## config.mk

```make
export PLATFORM = sky130hd
export DESIGN_NAME = icpc_channel
export DESIGN_NICKNAME = d
export VERILOG_FILES = /design/src/core/icpc_pkg.sv /design/src/core/icpc_channel.sv
export SDC_FILE = /design/constraint.sdc
export NUM_CORES = 1
export LEC_CHECK = 0
export BUFFER_PORTS_ARGS = -buffer_cell sky130_fd_sc_hd__buf_2
export CAP_MARGIN = 20
export CORE_MARGIN = 2
export CORE_UTILIZATION = 61
export DETAILED_ROUTE_END_ITERATION = 6
export GPL_TIMING_DRIVEN = 0
export PLACE_DENSITY = 0.88
export SLEW_MARGIN = 20
export SYNTH_ARGS = -nofsm -noshare
export SYNTH_HDL_FRONTEND = slang
export SYNTH_SLANG_ARGS = --single-unit
```

## constraint.sdc

```tcl
create_clock -name mclk_i -period 2.54 [get_ports mclk_i]
set_clock_uncertainty 0.05 [all_clocks]
set_input_delay 0.508 -clock mclk_i [delete_from_list [all_inputs] [get_ports mclk_i]]
set_output_delay 0.508 -clock mclk_i [all_outputs]
set_load 0.005 [all_outputs]
```

## src/core/icpc_pkg.sv

```systemverilog
// Shared constants and carrier types for the isolated channel pulse codec
package icpc_pkg;

  // Reference clock period, 8 ns at 125 MHz
  localparam int unsigned CLK_PERIOD_NS = 32'h0000_0008;

  // Edge pulse width, about 1 ns
  localparam int unsigned PULSE_NS      = 32'h0000_0001;
  // Input idle time before refresh starts, 1000 ns
  localparam int unsigned REFRESH_NS    = 32'h0000_03E8;
  // Silence on the receive side before the watchdog fires, 5000 ns
  localparam int unsigned WDOG_NS       = 32'h0000_1388;

  // Pulse is a longest time: round down, but never below one cycle
  localparam int unsigned PULSE_CYC   = (PULSE_NS / CLK_PERIOD_NS > 0) ?
                                        PULSE_NS / CLK_PERIOD_NS : 32'h0000_0001;
  // Refresh waits more than its time: round up
  localparam int unsigned REFRESH_CYC = (REFRESH_NS + CLK_PERIOD_NS - 1) / CLK_PERIOD_NS;
  // Watchdog is a longest silence: round down
  localparam int unsigned WDOG_CYC    = WDOG_NS / CLK_PERIOD_NS;

  // Junction thresholds behind the two thermal indications, in degrees C
  localparam int unsigned THERM_OFF_C = 32'h0000_0096;
  localparam int unsigned THERM_ON_C  = 32'h0000_0082;

  // Synchroniser bit positions
  localparam int unsigned SYNC_LOCK = 32'h0000_0000;
  localparam int unsigned SYNC_HOT  = 32'h0000_0001;
  localparam int unsigned SYNC_COOL = 32'h0000_0002;
  localparam int unsigned SYNC_W    = 32'h0000_0003;

  // Synchroniser reset: held in lockout, thermally normal
  localparam logic [2:0] SYNC_RST = 3'h1;

  // Default output level
  localparam logic LEVEL_DEFAULT = 1'h0;

  // Polarity-coded pulse across the barrier
  typedef struct packed {
    logic set;
    logic clr;
  } icpc_pulse_t;

  // Tri-state data output pad
  typedef struct packed {
    logic level;
    logic oe;
  } icpc_pad_t;

endpackage

```

## src/core/icpc_channel.sv

```systemverilog
// One isolation channel half: edge/refresh encoder, bistable decoder, power gating
//
// Operation
// Each input edge sends one short pulse, set for rising, clear for falling.
// Decoder is bistable: set pulse drives high, clear pulse drives low, holds.
// Input idle over 1 us sends periodic refresh pulses of current level.
// No received pulse for about 5 us forces output to default level.
// Over-temperature above 150 C turns converter PWM drive off.
// PWM drive resumes only after temperature indication drops below 130 C.
// Under lockout the converter oscillator is held inactive.
// Under lockout drivers and refresh generator stay idle, sending no pulses.
// Under lockout the data output is high impedance.
// Logic stays idle after power-up until lockout releases.
// Leaving lockout, output drives low until first valid pulse arrives.
// Output follows far input within 1 us after lockout release.
// Far side lost: output holds last level until watchdog or lockout.
// Refresh and watchdog intervals count reference clock cycles, parameterised.
// Lockout and thermal indications pass a two-stage synchroniser.
`timescale 1ns/1ps

module icpc_channel
  import icpc_pkg::*;
#(
  parameter int unsigned PULSE_LEN   = PULSE_CYC,
  parameter int unsigned REFRESH_LEN = REFRESH_CYC,
  parameter int unsigned WDOG_LEN    = WDOG_CYC
) (
  // Clock and reset
  input  wire logic        mclk_i,
  input  wire logic        rst_b_i,
  // Asynchronous supply and thermal indications
  input  wire logic        undervoltage_lockout_i,
  input  wire logic        temp_over_hi_i,
  input  wire logic        temp_under_lo_i,
  // Local data input and encoded pulses to the far side
  input  wire logic        data_i,
  output icpc_pulse_t      tx_pulse_o,
  // Pulses from the far side and decoded output pad
  input  wire icpc_pulse_t rx_pulse_i,
  output icpc_pad_t        pad_o,
  // Converter control
  output logic             osc_en_o,
  output logic             pwm_en_o
);

  localparam int unsigned PW = $clog2(PULSE_LEN + 1);
  localparam int unsigned RW = $clog2(REFRESH_LEN + 1);
  localparam int unsigned WW = $clog2(WDOG_LEN + 1);

  // Synchroniser stages
  logic [SYNC_W-1:0] sync1_reg;
  logic [SYNC_W-1:0] sync2_reg;
  logic [SYNC_W-1:0] async_in;
  logic              lock_s;
  logic              hot_s;
  logic              cool_s;

  // Transmit state
  logic              sent_level_reg;
  logic [RW-1:0]     idle_cnt_reg;
  logic [PW-1:0]     pw_cnt_reg;
  icpc_pulse_t       tx_pulse_reg;
  logic              tx_edge;
  logic              tx_due;
  logic              tx_start;

  // Receive state
  logic              dec_reg;
  logic              oe_reg;
  logic [WW-1:0]     wd_cnt_reg;
  logic              rx_valid;
  logic              wd_expired;

  // Power control state
  logic              pwm_off_reg;
  logic              pwm_off_next;
  logic              osc_en_reg;
  logic              pwm_en_reg;

  // Input synchronisers

  // Gather the asynchronous indications in synchroniser order
  always_comb begin
    async_in            = '0;
    async_in[SYNC_LOCK] = undervoltage_lockout_i;
    async_in[SYNC_HOT]  = temp_over_hi_i;
    async_in[SYNC_COOL] = temp_under_lo_i;
  end

  // Two flops each; reset holds the channel in lockout
  always_ff @(posedge mclk_i or negedge rst_b_i) begin
    if (!rst_b_i) begin
      sync1_reg <= SYNC_RST;
      sync2_reg <= SYNC_RST;
    end else begin
      sync1_reg <= async_in;
      sync2_reg <= sync1_reg;
    end
  end

  // Only the second stage is ever looked at
  assign lock_s = sync2_reg[SYNC_LOCK];
  assign hot_s  = sync2_reg[SYNC_HOT];
  assign cool_s = sync2_reg[SYNC_COOL];

  // Transmit encoder

  // Edge against last sent level, or refresh once idle too long
  assign tx_edge  = data_i != sent_level_reg;
  assign tx_due   = idle_cnt_reg == RW'(REFRESH_LEN);
  assign tx_start = !lock_s && (tx_edge || tx_due);

  // Level the far decoder is believed to hold
  always_ff @(posedge mclk_i or negedge rst_b_i) begin
    if (!rst_b_i) begin
      sent_level_reg <= LEVEL_DEFAULT;
    end else if (lock_s) begin
      sent_level_reg <= LEVEL_DEFAULT;
    end else if (tx_start) begin
      sent_level_reg <= data_i;
    end
  end

  // Idle counter; preset in lockout so a refresh leaves at once on release,
  // which keeps the far output correct well inside the refresh interval
  always_ff @(posedge mclk_i or negedge rst_b_i) begin
    if (!rst_b_i) begin
      idle_cnt_reg <= RW'(REFRESH_LEN);
    end else if (lock_s) begin
      idle_cnt_reg <= RW'(REFRESH_LEN);
    end else if (tx_start) begin
      idle_cnt_reg <= '0;
    end else begin
      idle_cnt_reg <= idle_cnt_reg + RW'(1);
    end
  end

  // Pulse shaper; type is the new level, so refresh reuses the edge code
  always_ff @(posedge mclk_i or negedge rst_b_i) begin
    if (!rst_b_i) begin
      tx_pulse_reg <= '0;
      pw_cnt_reg   <= '0;
    end else if (lock_s) begin
      tx_pulse_reg <= '0;
      pw_cnt_reg   <= '0;
    end else if (tx_start) begin
      tx_pulse_reg.set <= data_i;
      tx_pulse_reg.clr <= !data_i;
      pw_cnt_reg       <= PW'(PULSE_LEN - 1);
    end else if (pw_cnt_reg != '0) begin
      pw_cnt_reg <= pw_cnt_reg - PW'(1);
    end else begin
      tx_pulse_reg <= '0;
    end
  end

  assign tx_pulse_o = tx_pulse_reg;

  // Receive decoder and watchdog

  // Simultaneous set and clear is not a legal code and is ignored
  assign rx_valid   = !lock_s && (rx_pulse_i.set ^ rx_pulse_i.clr);
  assign wd_expired = wd_cnt_reg == WW'(WDOG_LEN);

  // Silence counter saturates at the watchdog count
  always_ff @(posedge mclk_i or negedge rst_b_i) begin
    if (!rst_b_i) begin
      wd_cnt_reg <= '0;
    end else if (lock_s || rx_valid) begin
      wd_cnt_reg <= '0;
    end else if (!wd_expired) begin
      wd_cnt_reg <= wd_cnt_reg + WW'(1);
    end
  end

  // Bistable decoder; holds between pulses until the watchdog gives up
  always_ff @(posedge mclk_i or negedge rst_b_i) begin
    if (!rst_b_i) begin
      dec_reg <= LEVEL_DEFAULT;
    end else if (lock_s) begin
      dec_reg <= LEVEL_DEFAULT;
    end else if (rx_valid) begin
      dec_reg <= rx_pulse_i.set;
    end else if (wd_expired) begin
      dec_reg <= LEVEL_DEFAULT;
    end
  end

  // Output enable follows lockout so no undefined level reaches the pin
  always_ff @(posedge mclk_i or negedge rst_b_i) begin
    if (!rst_b_i) begin
      oe_reg <= 1'h0;
    end else begin
      oe_reg <= !lock_s;
    end
  end

  assign pad_o.level = dec_reg;
  assign pad_o.oe    = oe_reg;

  // Converter power control

  // Thermal latch: over-temperature wins if both indications show at once
  assign pwm_off_next = hot_s || (pwm_off_reg && !cool_s);

  always_ff @(posedge mclk_i or negedge rst_b_i) begin
    if (!rst_b_i) begin
      pwm_off_reg <= 1'h0;
    end else begin
      pwm_off_reg <= pwm_off_next;
    end
  end

  // Oscillator gated by lockout; PWM gated by lockout and the thermal latch
  always_ff @(posedge mclk_i or negedge rst_b_i) begin
    if (!rst_b_i) begin
      osc_en_reg <= 1'h0;
      pwm_en_reg <= 1'h0;
    end else begin
      osc_en_reg <= !lock_s;
      pwm_en_reg <= !lock_s && !pwm_off_next;
    end
  end

  assign osc_en_o = osc_en_reg;
  assign pwm_en_o = pwm_en_reg;
endmodule

```

* Word level (Yosys, flattened, before mapping) *
Cells that the tools add are included.

word-level totals
  register bits = 31
  input bits = 8
  output and inout port bits = 6
  word-level logic and storage cells = 49

operators by class
  add/subtract/negate cells = 3
  eq/ne operators = 5
  muxes and demuxes = 15
  bitwise operators = 1
  reduce and logical (&&, ||, !) cells = 13

operators by type and width
  cell                                            count
  2-to-1 mux 10 bit                               2
  2-to-1 mux 7 bit                                2
  adder 10 x 1 -> 10 bit (second input constant)  1
  == test 10 bit (second input constant)          1
  2-to-1 mux 1 bit                                8
  adder 7 x 1 -> 7 bit (second input constant)    1
  == test 7 bit (second input constant)           1
  2-to-1 mux 2 bit                                3
  logical AND 1 bit                               4
  logical NOT 1 bit                               4
  logical OR 1 bit                                3
  != test 3 x 2 -> 1 bit (second input constant)  1
  nonzero test 3 bit                              1
  != test 2 x 1 -> 1 bit (second input constant)  1
  nonzero test 2 bit                              1
  != test 1 bit                                   1
  subtractor 1 bit (second input constant)        1
  bitwise XOR 1 bit                               1

* Depth between registers and ports, before layout *
  word-level depth = 5
  mapped depth = 5
  mapped depth without buffers = 5

* Least setup slack after synthesis *
No wires, ideal clock.

  path type = reg2reg
  start = register wd_cnt_reg[3]
  end = register wd_cnt_reg[0]
  library setup time = 0.079 ns
  arrival = 1.273 ns
  data required time = 2.411 ns
  setup slack = 1.138 ns
  cell stages (with the launch flop) = 4
  buffers on the path = 0
  clock period less this slack = 1.402 ns
  path through = dfrtp_1 -> or3b_1 -> nor4_4 -> mux2i_1

between the ends
  word-level cells in the longest chain between the ends = 2

ends and longest elaborated chain
  item                              line                 source
  from (decl)                       icpc_channel.sv:70   logic [WW-1:0] wd_cnt_reg;
  from (signal assigned)            icpc_channel.sv:172  wd_cnt_reg <= wd_cnt_reg + WW'(1);
  == test 10 bit                    icpc_channel.sv:163  assign wd_expired = wd_cnt_reg == WW'(WDOG_LEN);
  != test 2 x 1 -> 1 bit (no line)  --

Every way passes these cells.
A chain may end at the register's enable or synchronous reset.

* Worst setup path after layout *
  start = register wd_cnt_reg[0]
  end = register wd_cnt_reg[8]

between the ends
  word-level cells in the longest chain between the ends = 3
  elaborated cells on any way between the ends = 5
  classes of those cells = add/sub: 1; eq/ne: 2; mux: 2

ends and longest elaborated chain
  item                    line                 source
  adder 10 x 1 -> 10 bit  icpc_channel.sv:172
  2-to-1 mux 10 bit       icpc_channel.sv:171  end else if (!wd_expired) begin
  2-to-1 mux 10 bit       icpc_channel.sv:169  end else if (lock_s || rx_valid) begin

Several ways; a longest one is shown, not always the timed one. The select of a mux whose other input is x is not followed.

==> flow_summary_export.csv <==
group,metric,value,unit
clock_tree,cts_resized,0,
place,port_buffers,13,
yosys,async_flop_share,1.00,
power_and_ir_drop,pwr-share-seq,0.480,
yosys,synth_area,1340,um2
layout,largest_reg_flops,10,
timing,period_minus_slack,1630,ps
setup_path,path_cells,"ha_1 -> nand4_1 -> or3_1 -> a211oi_1",
setup_path,crit_path_max_fanout,6,
clock_tree,clockRootBuffer,"clkbuf_4",
setup_path,slowest_stage,"dfrtp_1",
power_and_ir_drop,p_comb_frac,0.079,
timing,tns,0,ps
timing,post-route-period-util,0.643,
setup_path,cp_data_required_time,2720,ps
setup_path,cp-startpoint,"wd_cnt_reg[0]",
yosys,syn-num-nets,133,
yosys,synth_fa_ha_area_frac,0.0374,
route,vias_per_cell,5.89,
clock_tree,cts_buffer_depth,2,
timing,fin_ws,908,ps
timing,finalSetupViolCount,0,
layout,areaGrowthSynthToFinish,15.7,%
route,postRouteAntennaNets,0,
place,placed_area,1440,um2
setup_path,crit_type,"flip-flop to flip-flop",
layout,fillCellCount,134,
power_and_ir_drop,pwr-share-clk,0.442,
power_and_ir_drop,leakage,0.650,nW
timing,relSlewSlack,0.588,
job,maxCapViolations,0,
setup_path,crit_path_max_incr_delay,460,ps
grt,grt_use_total,0.223,
layout,final_net_count,153,
min_path,hold_class,"input port to asynchronous set/reset pin",
place,place_hpwl,1680,um
yosys,syn-instance-count,121,
die,rows,16,
yosys,synth.yosys.warnings,0,
route,wire_per_inst,14.0,um
place,dpl_worst_slack,722,ps
power_and_ir_drop,powerDensity,724,nW/um2
grt,antenna_found_initial,0,
yosys,synth_compound_area_frac,0.109,
route,drcViolationCount,0,
yosys,synth_top_family_by_area,"simple AND/OR/NAND/NOR gates",
power_and_ir_drop,netSwitchingPower,0.000237,W
grt,grt_overflow,0,
timing,slew_violations,0,
power_and_ir_drop,total_power,0.00112,W
setup_path,critPathLaunchType,"flip-flop",
power_and_ir_drop,swShare,0.212,
timing,worst_pin_slew,618,ps
timing,final_hold_viol_count,0,
clock_tree,cts_buffers,5,
yosys,synth.area.mux_share,0.0150,
clock_tree,postCtsSetupRepairBufs,0,
status,status,"completed",
grt,grt_max_degree,31,
route,drt_iter0_markers,39,
power_and_ir_drop,ir_drop,0.000922,V
yosys,synth_cell_types,36,
die,core-area,2020,um2
clock_tree,cts_tree,"built",
layout,final_common_cell,"dfrtp_1",
yosys,yosys.area_share.simple,0.185,
yosys,yosysSeqAreaShare,0.569,
layout,drive_above_1_share,0.225,
yosys,syn_area_per_cell,11.1,um2
die,dieHeight,50.8,um
setup_path,cp.arrival,1810,ps
grt,first_global_vias,953,
power_and_ir_drop,internal_power,0.000883,W
clock_tree,hold_buffers,0,
clock_tree,clk_latency,330,ps
yosys,yosys.area_share.xor_xnor,0.0458,
layout,final_area,1550,um2
route,vias,996,
timing,max_freq,0.613,GHz
yosys,ys_ff_latch,30,
grt,grt_pass1_wl,4080,um
clock_tree,clock_sinks,30,
place,gp_congestion,0.815,
route,drtPass1Iterations,5,
yosys,synth_edf_count,0,
clock_tree,htree_levels,2,
setup_path,worstReg2RegStart,"wd_cnt_reg[0]",
die,initial_utilization,0.662,
die,dieArea,2580,um2
timing,grt_setup_unrepaired,"no",
route,wirelength,2370,um
layout,layout.cells.most_common_list,"22 x dfrtp_1, 13 x nand3_1, 13 x buf_2",
yosys,synthFlopType,"dfrtp_1",
layout,finish.utilization,0.765,
die,ios,14,
layout,antenna_cells,0,
clock_tree,clk_transition_reported_paths,90,ps
die,die_w,50.8,um
setup_path,endpoint_kind,"flip-flop",
[critical path: cells and delay by family (launching register included)]
family          cells  cell delay, ps
fa+ha+maj           1             250
compound gates      1             260
flops               1             460
simple gates        2             520
[cell type report]
| cell class | count | area [um2] | share of cell area |
|---|---|---|---|
| clock buffer | 6 | 51.3 | 0.0331 |
| timing repair buffer | 13 | 65.1 | 0.0420 |
| inverter | 9 | 33.8 | 0.0218 |
| buffer | 3 | 18.8 | 0.0121 |
| multi-input combinational | 79 | 524 | 0.339 |
| tap | 27 | 33.8 | 0.0218 |
| clock inverter | 2 | 60.1 | 0.0388 |
| sequential | 30 | 761 | 0.492 |
[routing by layer]
metal	global-route usage	part of all wire	vias up
li1	-	-	470
met1	0.265	0.42	484
met2	0.338	0.49	37
met3	0.0760	0.066	5
met4	0.162	0.025	0
met5	0	0	-
[through the flow]
stage	cells	hold WS (ps)
floorplan	121	162
detailed placement	161	297
global route	169	180
finish	169	135
CTS	169	141
global placement	161	289
[power groups by stage]
| stage | clock network [W] | logic, W | registers [W] |
|---|---|---|---|
| after detailed placement | 0 | 0.0000896 | 0.000546 |
| after floorplan | 0 | 0.0000565 | 0.000540 |
| final | 0.000495 | 0.0000880 | 0.000537 |
| after global placement | 0 | 0.0000845 | 0.000544 |
| after CTS | 0.000507 | 0.0000900 | 0.000537 |
| after global routing | 0.000527 | 0.000102 | 0.000541 |
[cells by family (layout without fill, tap and decap cells)]
group,Yosys count,count (layout)
AO/OA/AOI/OAI,24,24
XOR/XNOR,7,7
multiplexers,2,2
AND/OR/NAND/NOR,42,42
buffers and inverters,12,33
adder cells (fa/ha/maj),4,4
flip-flops,30,30
[worst paths after layout]
check / end / slack (ps) / cells after the start
setup reg to reg: wd_cnt_reg[8] / 910 / 4
setup / recovery: wd_cnt_reg[8] / 910 / 4
hold reg to reg: sync2_reg[1] / 310 / 0
hold / removal: sync2_reg[2] / 130 / 1
max in group asynchronous: wd_cnt_reg[6] / 1900 / 1
min in group mclk_i: sync1_reg[0] / 220 / 1
[cells in the mapped netlist, types with 3 or more instances]
cell / instances / area (um2)
a21oi_1: 4 / 20.0
dfrtp_1: 22 / 551
dfstp_2: 8 / 210
ha_1: 4 / 50.1
inv_1: 9 / 33.8
nand2_1: 5 / 18.8
nand3_1: 13 / 65.1
nand4_1: 5 / 31.3
nor2_1: 4 / 15.0
o21ai_0: 9 / 45.0
or3_1: 3 / 18.8
xnor2_1: 3 / 26.3
xor2_1: 4 / 35.0
Note: power is estimated with default switching activity, not from simulation.
